===== src/flash_ctrl_consts.svh =====
// Constants for the flash key, write and erase controller
`ifndef FLASH_CTRL_CONSTS_SVH
`define FLASH_CTRL_CONSTS_SVH
`define KEY_FIRST 8'ha5
`define KEY_SECOND 8'hf1
`define PSC_WE_BIT 0
`define PSC_EE_BIT 1
`define PAGE_ADDR_BITS 9
`define ERASED_BYTE 8'hff
`define ADDR_W 16
`define LOCK_LOCKED 2'h0
`define LOCK_FIRST 2'h1
`define LOCK_OPEN 2'h2
`define LOCK_DEAD 2'h3
`endif


===== src/flash_ctrl_pkg.sv =====
// Types shared by both ends of the flash controller link
package flash_ctrl_pkg;
    typedef enum logic [1:0] {
        ST_LOCKED,
        ST_FIRST,
        ST_OPEN,
        ST_DEAD
    } lock_e;
    typedef logic [7:0] byte_t;
endpackage


===== src/flash_ctrl_if.sv =====
// Link between the CPU-side end and the flash controller
`timescale 1ns/1ps
`default_nettype none
interface flash_ctrl_if;
    logic key_wr;
    logic ctl_wr;
    logic xwr;
    logic xrd;
    logic [15:0] addr;
    logic [7:0] wdata;
    logic [1:0] key_state;
    logic [1:0] ctl_state;
    logic stall;
    logic external_data_ram_wr;
    logic external_data_ram_rd;
    modport ctrl (input key_wr, ctl_wr, xwr, xrd, addr, wdata,
        output key_state, ctl_state, stall, external_data_ram_wr, external_data_ram_rd);
    modport cpu (output key_wr, ctl_wr, xwr, xrd, addr, wdata,
        input key_state, ctl_state, stall, external_data_ram_wr, external_data_ram_rd);
endinterface
`default_nettype wire


===== src/flash_key_write_erase_ctrl.sv =====
// Flash key lock, write and page erase controller (device end)
// Contract
// - Keys A5 then F1 permit one operation
// - Gap between key writes does not matter
// - Wrong or misordered key locks until reset
// - Operation before unlock locks until reset
// - Lock re-arms after every completed operation
// - Write enable routes external writes to flash
// - Write enable clears only by software zero
// - Programming only clears bits: AND
// - Erase sets whole 512-byte page to FF
// - Erase plus write enable erases page
// - Write enable alone programs one byte
// - Software repeats whole sequence per byte
// - Interrupts held pending during operation
// - External reads always go to data RAM
// - Software disables interrupts around write enable
// - Software clears write enable when done
// - Reset-source writes by direct assignment only
// - Key read shows lock state in bits 1-0
// - Erase ignores the written data byte
// - Code stalls during operation, hardware timed
`timescale 1ns/1ps
`default_nettype none
`include "flash_ctrl_consts.svh"
module flash_key_write_erase_ctrl #(
    parameter int ADDR_W = `ADDR_W
) (
    input wire logic clk,
    input wire logic rst_n,
    flash_ctrl_if.ctrl bus,
    input wire logic irq_in,
    output logic irq_hold,
    output logic fl_prog,
    output logic fl_erase,
    output logic [ADDR_W-1:0] fl_addr,
    output logic [7:0] fl_wdata,
    input wire logic [7:0] fl_rdata,
    input wire logic fl_done
);
    import flash_ctrl_pkg::*;

    // ------------------------------------------------------------
    // State
    // ------------------------------------------------------------
    lock_e lock_q;
    logic we_q;
    logic ee_q;
    logic busy_q;
    logic erase_op_q;
    logic stall_q;
    logic external_data_ram_wr_q;
    logic external_data_ram_rd_q;
    logic pend_q;
    logic hold_q;

    wire logic flash_wr = bus.xwr && we_q;

    // ------------------------------------------------------------
    // Write decode
    // ------------------------------------------------------------
    // A flash-bound write while idle either launches an operation or breaks the lock
    logic launch;
    logic misuse;
    assign launch = flash_wr && !busy_q && lock_q == ST_OPEN;
    assign misuse = flash_wr && !busy_q && lock_q != ST_OPEN;

    // Base address of the page that holds a byte; erase always works on whole pages
    function automatic logic [ADDR_W-1:0] page_base(input logic [ADDR_W-1:0] a);
        page_base = {a[ADDR_W-1:`PAGE_ADDR_BITS], {`PAGE_ADDR_BITS{1'b0}}};
    endfunction

    function automatic logic [1:0] lock_code(input lock_e s);
        unique case (s)
            ST_LOCKED: lock_code = `LOCK_LOCKED;
            ST_FIRST: lock_code = `LOCK_FIRST;
            ST_OPEN: lock_code = `LOCK_OPEN;
            ST_DEAD: lock_code = `LOCK_DEAD;
        endcase
    endfunction

    // ------------------------------------------------------------
    // Lock and key sequencer
    // ------------------------------------------------------------
    // Key writes advance the lock; only order and value count, never spacing
    always_ff @(posedge clk or negedge rst_n) begin
        if (!rst_n) begin
            lock_q <= ST_LOCKED;
        end else if (lock_q == ST_DEAD) begin
            lock_q <= ST_DEAD;
        end else if (busy_q && fl_done) begin
            lock_q <= ST_LOCKED;
        end else if (misuse) begin
            lock_q <= ST_DEAD;
        end else if (bus.key_wr) begin
            unique case (lock_q)
                ST_LOCKED: lock_q <= (bus.wdata == `KEY_FIRST) ? ST_FIRST : ST_DEAD;
                ST_FIRST: lock_q <= (bus.wdata == `KEY_SECOND) ? ST_OPEN : ST_DEAD;
                ST_OPEN: lock_q <= ST_DEAD;
                ST_DEAD: lock_q <= ST_DEAD;
            endcase
        end
    end

    // ------------------------------------------------------------
    // Program-store control bits
    // ------------------------------------------------------------
    // Both bits change only on a software control write
    always_ff @(posedge clk or negedge rst_n) begin
        if (!rst_n) begin
            we_q <= 1'b0;
            ee_q <= 1'b0;
        end else if (bus.ctl_wr) begin
            we_q <= bus.wdata[`PSC_WE_BIT];
            ee_q <= bus.wdata[`PSC_EE_BIT];
        end
    end

    // ------------------------------------------------------------
    // Flash operation launch and stall
    // ------------------------------------------------------------
    // A write while open starts one operation; stall holds until done
    always_ff @(posedge clk or negedge rst_n) begin
        if (!rst_n) begin
            busy_q <= 1'b0;
            erase_op_q <= 1'b0;
            stall_q <= 1'b0;
            fl_prog <= 1'b0;
            fl_erase <= 1'b0;
            fl_addr <= '0;
            fl_wdata <= 8'h00;
        end else if (busy_q) begin
            fl_prog <= 1'b0;
            fl_erase <= 1'b0;
            if (fl_done) begin
                busy_q <= 1'b0;
                stall_q <= 1'b0;
            end
        end else if (launch) begin
            busy_q <= 1'b1;
            stall_q <= 1'b1;
            erase_op_q <= ee_q;
            fl_erase <= ee_q;
            fl_prog <= !ee_q;
            if (ee_q) begin
                // Page base address; data byte is ignored
                fl_addr <= page_base(bus.addr[ADDR_W-1:0]);
                fl_wdata <= `ERASED_BYTE;
            end else begin
                fl_addr <= bus.addr[ADDR_W-1:0];
                fl_wdata <= fl_rdata & bus.wdata;
            end
        end
    end

    // ------------------------------------------------------------
    // Data RAM steering
    // ------------------------------------------------------------
    // Writes go to data RAM only with write enable clear; reads always do
    always_ff @(posedge clk or negedge rst_n) begin
        if (!rst_n) begin
            external_data_ram_wr_q <= 1'b0;
            external_data_ram_rd_q <= 1'b0;
        end else begin
            external_data_ram_wr_q <= bus.xwr && !we_q;
            external_data_ram_rd_q <= bus.xrd;
        end
    end

    // ------------------------------------------------------------
    // Interrupt hold
    // ------------------------------------------------------------
    // Requests during an operation are latched in pend_q, which clears after it and drives no output
    always_ff @(posedge clk or negedge rst_n) begin
        if (!rst_n) begin
            pend_q <= 1'b0;
            hold_q <= 1'b0;
        end else begin
            // Rises with the launch so the hold covers the very first busy cycle
            hold_q <= launch || (busy_q && !fl_done);
            if (irq_in && busy_q) begin
                pend_q <= 1'b1;
            end else if (!busy_q) begin
                pend_q <= 1'b0;
            end
        end
    end

    // ------------------------------------------------------------
    // Outputs
    // ------------------------------------------------------------
    // Every link output is a plain copy of a register
    assign irq_hold = hold_q;
    assign bus.stall = stall_q;
    assign bus.key_state = lock_code(lock_q);
    assign bus.ctl_state = {ee_q, we_q};
    assign bus.external_data_ram_wr = external_data_ram_wr_q;
    assign bus.external_data_ram_rd = external_data_ram_rd_q;

    logic unused_ok;
    assign unused_ok = pend_q | erase_op_q;
endmodule // flash_key_write_erase_ctrl
`default_nettype wire


===== src/flat_wrapper.sv =====
// flat-port wrapper written by rule: the top's interface ports become plain ports
module flash_key_write_erase_ctrl_flat import flash_ctrl_pkg::*;
#(
    parameter int ADDR_W = `ADDR_W
)
  (clk, rst_n, irq_in, irq_hold, fl_prog, fl_erase, fl_addr, fl_wdata, fl_rdata, fl_done, bus_key_wr, bus_ctl_wr, bus_xwr, bus_xrd, bus_addr, bus_wdata, bus_key_state, bus_ctl_state, bus_stall, bus_external_data_ram_wr, bus_external_data_ram_rd);
  flash_ctrl_if bus_i ();
  input wire logic clk;
  input wire logic rst_n;
  input wire logic irq_in;
  output logic irq_hold;
  output logic fl_prog;
  output logic fl_erase;
  output logic [ADDR_W-1:0] fl_addr;
  output logic [7:0] fl_wdata;
  input wire logic [7:0] fl_rdata;
  input wire logic fl_done;
  input wire logic [$bits(bus_i.key_wr)-1:0] bus_key_wr;
  input wire logic [$bits(bus_i.ctl_wr)-1:0] bus_ctl_wr;
  input wire logic [$bits(bus_i.xwr)-1:0] bus_xwr;
  input wire logic [$bits(bus_i.xrd)-1:0] bus_xrd;
  input wire logic [$bits(bus_i.addr)-1:0] bus_addr;
  input wire logic [$bits(bus_i.wdata)-1:0] bus_wdata;
  output wire logic [$bits(bus_i.key_state)-1:0] bus_key_state;
  output wire logic [$bits(bus_i.ctl_state)-1:0] bus_ctl_state;
  output wire logic [$bits(bus_i.stall)-1:0] bus_stall;
  output wire logic [$bits(bus_i.external_data_ram_wr)-1:0] bus_external_data_ram_wr;
  output wire logic [$bits(bus_i.external_data_ram_rd)-1:0] bus_external_data_ram_rd;
  assign bus_i.key_wr = bus_key_wr;
  assign bus_i.ctl_wr = bus_ctl_wr;
  assign bus_i.xwr = bus_xwr;
  assign bus_i.xrd = bus_xrd;
  assign bus_i.addr = bus_addr;
  assign bus_i.wdata = bus_wdata;
  assign bus_key_state = bus_i.key_state;
  assign bus_ctl_state = bus_i.ctl_state;
  assign bus_stall = bus_i.stall;
  assign bus_external_data_ram_wr = bus_i.external_data_ram_wr;
  assign bus_external_data_ram_rd = bus_i.external_data_ram_rd;
  flash_key_write_erase_ctrl #(.ADDR_W(ADDR_W)) u_core (.clk(clk), .rst_n(rst_n), .bus(bus_i), .irq_in(irq_in), .irq_hold(irq_hold), .fl_prog(fl_prog), .fl_erase(fl_erase), .fl_addr(fl_addr), .fl_wdata(fl_wdata), .fl_rdata(fl_rdata), .fl_done(fl_done));
endmodule

===== config.mk =====
export PLATFORM = sky130hd
export DESIGN_NAME = flash_key_write_erase_ctrl_flat
export DESIGN_NICKNAME = d
export VERILOG_FILES = /design/src/flash_ctrl_pkg.sv /design/src/flash_ctrl_if.sv /design/src/flash_key_write_erase_ctrl.sv /design/src/flat_wrapper.sv
export VERILOG_INCLUDE_DIRS = /design/src
export SDC_FILE = /design/constraint.sdc
export NUM_CORES = 1
export LEC_CHECK = 0
export BUFFER_PORTS_ARGS = -buffer_cell sky130_fd_sc_hd__buf_2
export CORE_MARGIN = 2
export CORE_UTILIZATION = 49
export DETAILED_ROUTE_END_ITERATION = 16
export GPL_TIMING_DRIVEN = 0
export PLACE_DENSITY = 0.84
export SLEW_MARGIN = 20
export SYNTH_ARGS = -nofsm -noshare
export SYNTH_HDL_FRONTEND = slang
export SYNTH_SLANG_ARGS = --single-unit

===== constraint.sdc =====
create_clock -name clk -period 4.5 [get_ports clk]
set_clock_uncertainty 0.05 [all_clocks]
set_input_delay 0.9 -clock clk [delete_from_list [all_inputs] [get_ports clk]]
set_output_delay 0.9 -clock clk [all_outputs]
set_load 0.005 [all_outputs]

==> metrics.txt, run 1 <==
critical path class=reg -> out; number of remaining DRC errors=0; total gr overflow=0; critical path endpoint category=output pin; commonest non-fill, non-tap cell in the layout=buf_2; Initial Utilization=50.9%; post-synthesis sequential area ratio=57.3%; GP Congestion=0.806; Pre-antenna DRT Iters=4; status=finished clean; clk buf depth=2; Rows=20; clk root buf=clkbuf_4; Antenna Nets Post-Route=0; VDD IR max=0.171 mV; fraction of layout cells with a size suffix above 1=about 43%; power per cell area=around 290 nW/µm²; post-CTS sizing=0; CTS H-tree depth=2; critical path data required time=about 3.6 ns; Setup WS post-layout=2.01 ns; Rel. slew slack=51.5%; synthesis-to-layout area growth=29.8%; CTS tree=built; Synth Flop Type=dfrtp_1; leak pwr=between 1 and 1.5 nW; IO Port Bufs=72; Multi-input gate area=568 µm²; final cell count without fillers=255; Final #Nets=265; Maximum Capacitance Violations=0; Setup crit start kind=register; hold buffer count at CTS=0; Netlist cell types=26; Final setup viols=0; first-pass GRT wire length=5400 µm; cell area after synthesis=approximately 1500 µm²; f_max=~0.4 GHz; Final min period=2.49 ns; total negative slack=0 ns; WP data arrival=approximately 1.5 ns; clk_lat worst skew=roughly 0.33 ns; Clock Sinks=35; total CTS buffers=5; First DRT Iteration DRCs=15; GRT Overall Usage=20.6%; number of synthesized flops with an enable pin=0; Cells after DPL=247; CTS clk-pin slew, worst paths=about 0.1 ns; Syn Nets=186; antenna violations before repair=0; full die area=3580 µm²; vias=1285; Syn Area/Cell=10.8 µm²; Ys Warns=0; Async SR Flop Fraction=100%; final core utilization=66.1%; ant diodes=0; FF/Latch Area=876 µm²; Max FO, Critical Path=4; unrepaired setup endpoints after global routing=no; Tcrit/Tclk final=55.3%; Avg Vias per Cell=between 5 and 6; core area=3000 µm²; IO Count=74; FF+latch count, synth=35; commonest non-fill, non-tap cells in the layout=buf_2 (74), dfrtp_1 (35), nand2_1 (33), o21ai_0 (23), a21oi_1 (8); worst hold path class=reg -> reg; WL per Instance=about 13 µm; chip width=roughly 60 µm; HPWL Detailed=around 2600 µm; Hold Fails Final Rpt=0; fillers=around 250; die height=59.9 µm; largest net degree at the start of global routing=36; pre-CTS WS=2.37 ns; Final Slew Violations=0; Worst Tran Pin Value=0.727 ns; Routed WL=3370 µm; setup bufs post-CTS=0; vias in the first global route=1241; Syn Inst Count=142
-- flip-flops by register name, indices dropped and copies added, names as in the netlist --
| register | flops |
|---|---|
| u_core.fl_wdata | 8 |
| u_core.fl_addr | 16 |
| u_core.bus.stall | 1 |
| u_core.busy_q | 1 |
| u_core.irq_hold | 1 |
| u_core.bus.external_data_ram_wr | 1 |
| u_core.lock_q | 2 |
| u_core.bus.external_data_ram_rd | 1 |
| u_core.ee_q | 1 |
| u_core.fl_prog | 1 |
| u_core.we_q | 1 |
| u_core.fl_erase | 1 |
-- synth_stat cells (3+ instances only) --
cell,instances,share of area (%)
dfrtp_1,35,57
nand2_1,33,8.1
o21ai_0,23,7.5
a21oi_1,8,2.6
mux2_4,7,6.9
inv_1,5,1.2
ha_1,4,3.3
buf_6,3,2.2
-- where the power goes --
part	switching (mW)	internal, mW
registers	0.00888	0.329
logic	0.0344	0.0372
clock network	0.102	0.0602
total	0.145	0.427
-- final cells by class --
cell class              instances  area share, %
flip-flops and latches         35           44.1
multi-input cells              93           28.6
repair buffers                 72           18.2
plain buffers                   9           3.34
clock buffers                   6           2.08
well taps                      33           2.08
inverters                       5          0.946
clock inverters                 2          0.631
-- stage by stage --
stage / hold slack [ns] / power [mW] / instance area [µm²]
floorplan: 0.417 / 0.371 / 1530
global placement: 0.409 / 0.414 / 1930
detailed placement: 0.420 / 0.417 / 1930
CTS: 0.444 / 0.578 / 1980
global route: 0.463 / 0.603 / 1980
finish: 0.437 / 0.571 / 1980
-- routing by layer --
layer | vias up | share of wire (%) | wire length (µm) | global-route usage (%)
met2 | 62 | 49 | 1640 | 35.9
met1 | 580 | 42 | 1410 | 24.0
met4 | 0 | 0.92 | 31 | 8.57
met5 | - | 0 | 0 | 0
li1 | 639 | - | - | -
met3 | 4 | 8.4 | 282 | 4.98
-- final timing paths --
kind / start / to / slack (ns) / cells past startpoint
setup / recovery: u_core.lock_q[0] / bus_key_state[1] / 2.01 / 4
hold / removal: u_core.fl_wdata[0] / u_core.fl_wdata[0] / 0.44 / 2
setup reg to reg: u_core.lock_q[0] / u_core.fl_wdata[2] / 2.88 / 5
hold reg to reg: u_core.fl_wdata[0] / u_core.fl_wdata[0] / 0.44 / 2
max in group asynchronous: rst_n / u_core.fl_wdata[7] / 3.37 / 1
min in group asynchronous: rst_n / u_core.fl_addr[11] / 0.56 / 1
-- worst max-delay path, cell delays in order, from the launching register on --
cell,delay (ns)
dfrtp_1,0.42
inv_1,0.08
ha_1,0.27
or2_2,0.31
buf_2,0.13
-- cells by family (layout without fill, tap and decap cells) --
family	count (synthesis)	after routing	synth area share, %
AND/OR/NAND/NOR	45	45	13.8
adder cells (fa/ha/maj)	4	4	3.27
AO/OA/AOI/OAI	36	36	12.4
flip-flops	35	35	57.3
buffers and inverters	14	94	5.56
multiplexers	8	8	7.61
Power figures use the tool's default switching activity.
==> inputs of run 2 (changes only) <==
--- a/config.mk
+++ b/config.mk
@@ -8,10 +8,10 @@
 export LEC_CHECK = 0
 export BUFFER_PORTS_ARGS = -buffer_cell sky130_fd_sc_hd__buf_2
 export CORE_MARGIN = 2
-export CORE_UTILIZATION = 49
+export CORE_UTILIZATION = 45
 export DETAILED_ROUTE_END_ITERATION = 16
 export GPL_TIMING_DRIVEN = 0
-export PLACE_DENSITY = 0.84
+export PLACE_DENSITY = 0.78
 export SLEW_MARGIN = 20
 export SYNTH_ARGS = -nofsm -noshare
 export SYNTH_HDL_FRONTEND = slang
==> constraint.sdc (replaced) <==
create_clock -name clk -period 2.3 [get_ports clk]
set_clock_uncertainty 0.05 [all_clocks]
set_input_delay 0.46 -clock clk [delete_from_list [all_inputs] [get_ports clk]]
set_output_delay 0.46 -clock clk [all_outputs]
set_load 0.005 [all_outputs]
==> run 2 against run 1 <==
Compared with the run above: cell count increased by 5.1%; sequential share of layout area decreased by 0.68 points; sequential power increased by 96%; via count increased by 2.0%.
==> metrics.txt, run 2 (same netlist as run 1, synthesis figures left out) <==
critical path data required time=1.79 ns; commonest non-fill, non-tap cell in the layout=buf_2; Routed WL=3580 µm; GRT Overall Usage=20.0%; Clock Sinks=35; CTS tree=built; WL per Instance=around 13 µm; Rel. slew slack=between 40% and 50%; Final #Nets=265; Largest regs=u_core.fl_addr x16, u_core.fl_wdata x8, u_core.lock_q x2; Avg Vias per Cell=4.89; unrepaired setup endpoints after global routing=no; First DRT Iteration DRCs=32; FF-to-FF End=u_core.lock_q[1]; Largest register FFs=16; critical path class=reg -> out; CTS clk-pin slew, worst paths=around 0.1 ns; critical path endpoint category=output pin; fraction of layout cells with a size suffix above 1=43.2%; number of remaining DRC errors=0; largest net degree at the start of global routing=36; Initial Utilization=between 40% and 50%; antenna violations before repair=0; worst hold path class=in -> async; first-pass GRT wire length=6000 µm; HPWL Detailed=2630 µm; post-CTS sizing=0; M3 GR Usage=about 6%; Final setup viols=0; core area=3310 µm²; crit path from=u_core.lock_q[0]; IO Port Bufs=72; CTS H-tree depth=2; worst-case reg-to-reg path depth=5; setup bufs post-CTS=0; Setup crit start kind=register; Reg with most FFs=u_core.fl_addr; IO Count=74; VDD IR max=0.271 mV; Final min period=2.04 ns; clk root buf=clkbuf_4; fillers=316; chip width=62.3 µm; Final Slew Violations=0; vias in the first global route=1307; Cells after DPL=between 200 and 300; hold buffer count at CTS=0; Tcrit/Tclk final=approximately 89%; final core utilization=between 60% and 70%; FF/Latch Area=slightly below 900 µm²; M1 GR Usage=24.6%; Worst Tran Pin Value=0.763 ns; total negative slack=0 ns; GRT busiest layer=met2; full die area=3880 µm²; vias=between 1000 and 1500; Pre-antenna DRT Iters=5; Reg2Reg Launch Point=u_core.lock_q[0]; ant diodes=0; met2 GRT Util=33.0%; Multi-input gate area=around 570 µm²; f_max=0.491 GHz; Max FO, Critical Path=4; reg2reg setup slack=slightly below 0.6 ns; Hold Fails Final Rpt=0; GP Congestion=0.780; clk buf depth=2; total CTS buffers=5; total gr overflow=0; Antenna Nets Post-Route=0; Rows=21; Maximum Capacitance Violations=0; CP endpoint=bus_key_state[1]; commonest non-fill, non-tap cells in the layout=buf_2 (74), dfrtp_1 (35), nand2_1 (33), o21ai_0 (23), a21oi_1 (8); clk_lat worst skew=between 0.3 and 0.4 ns; status=finished clean; leak pwr=1.14 nW; WP data arrival=between 1.5 and 2 ns; die height=62.3 µm; power per cell area=582 nW/µm²; synthesis-to-layout area growth=31.8%; final cell count without fillers=268
==> run 2: cell count changes in the layout (fill, tap and decap cells not counted) <==
cell and delta:
clkbuf_8 +2, clkinvlp_4 -1, clkinv_2 -1
==> run 2: per-layer routing <==
metal	vias to the layer above	part of all wire, %
li1	639	-
met1	609	43
met2	57	48
met3	6	7.9
met4	0	1.4
met5	-	0
==> run 2: final cells by class <==
class,count,area share [%]
tap,46,2.86
inverter,5,0.931
timing repair buffer,72,17.9
multi-input combinational,93,28.2
clock buffer,8,3.41
sequential,35,43.5
buffer,9,3.29
==> run 2: how the worst min path moves through the flow <==
stage                                       to  cells past startpoint              start
2_1_floorplan  u_core.bus.external_data_ram_rd                      0              rst_n
3_3_place_gp                 u_core.fl_addr[3]                      2  u_core.fl_addr[3]
3_5_place_dp                 u_core.fl_addr[6]                      2  u_core.fl_addr[6]
4_1_cts                            u_core.we_q                      1              rst_n
5_1_grt        u_core.bus.external_data_ram_rd                      1            bus_xrd
6_report       u_core.bus.external_data_ram_rd                      1              rst_n
==> run 2: worst max-delay path: stages, from the launching register on <==
cell	delay [ns]
dfrtp_1	0.42
inv_1	0.08
ha_1	0.27
or2_2	0.31
buf_2	0.13
==> run 2: report_power, final <==
part | internal (mW) | switching, mW | total (mW) | leakage, nW
registers | 0.644 | 0.0178 | 0.662 | 0.467
logic | 0.0727 | 0.0695 | 0.142 | 0.639
clock network | 0.180 | 0.190 | 0.369 | 0.0386
==> run 2: through the flow <==
step	hold WS, ns	power (mW)	setup WS [ns]	instance area, µm²
after floorplan	0.114	0.725	0.810	1530
after global placement	0.409	0.813	0.635	1950
after detailed placement	0.416	0.817	0.625	1950
after CTS	0.155	1.19	0.247	2020
after global routing	0.164	1.24	0.192	2020
final	0.149	1.17	0.264	2020
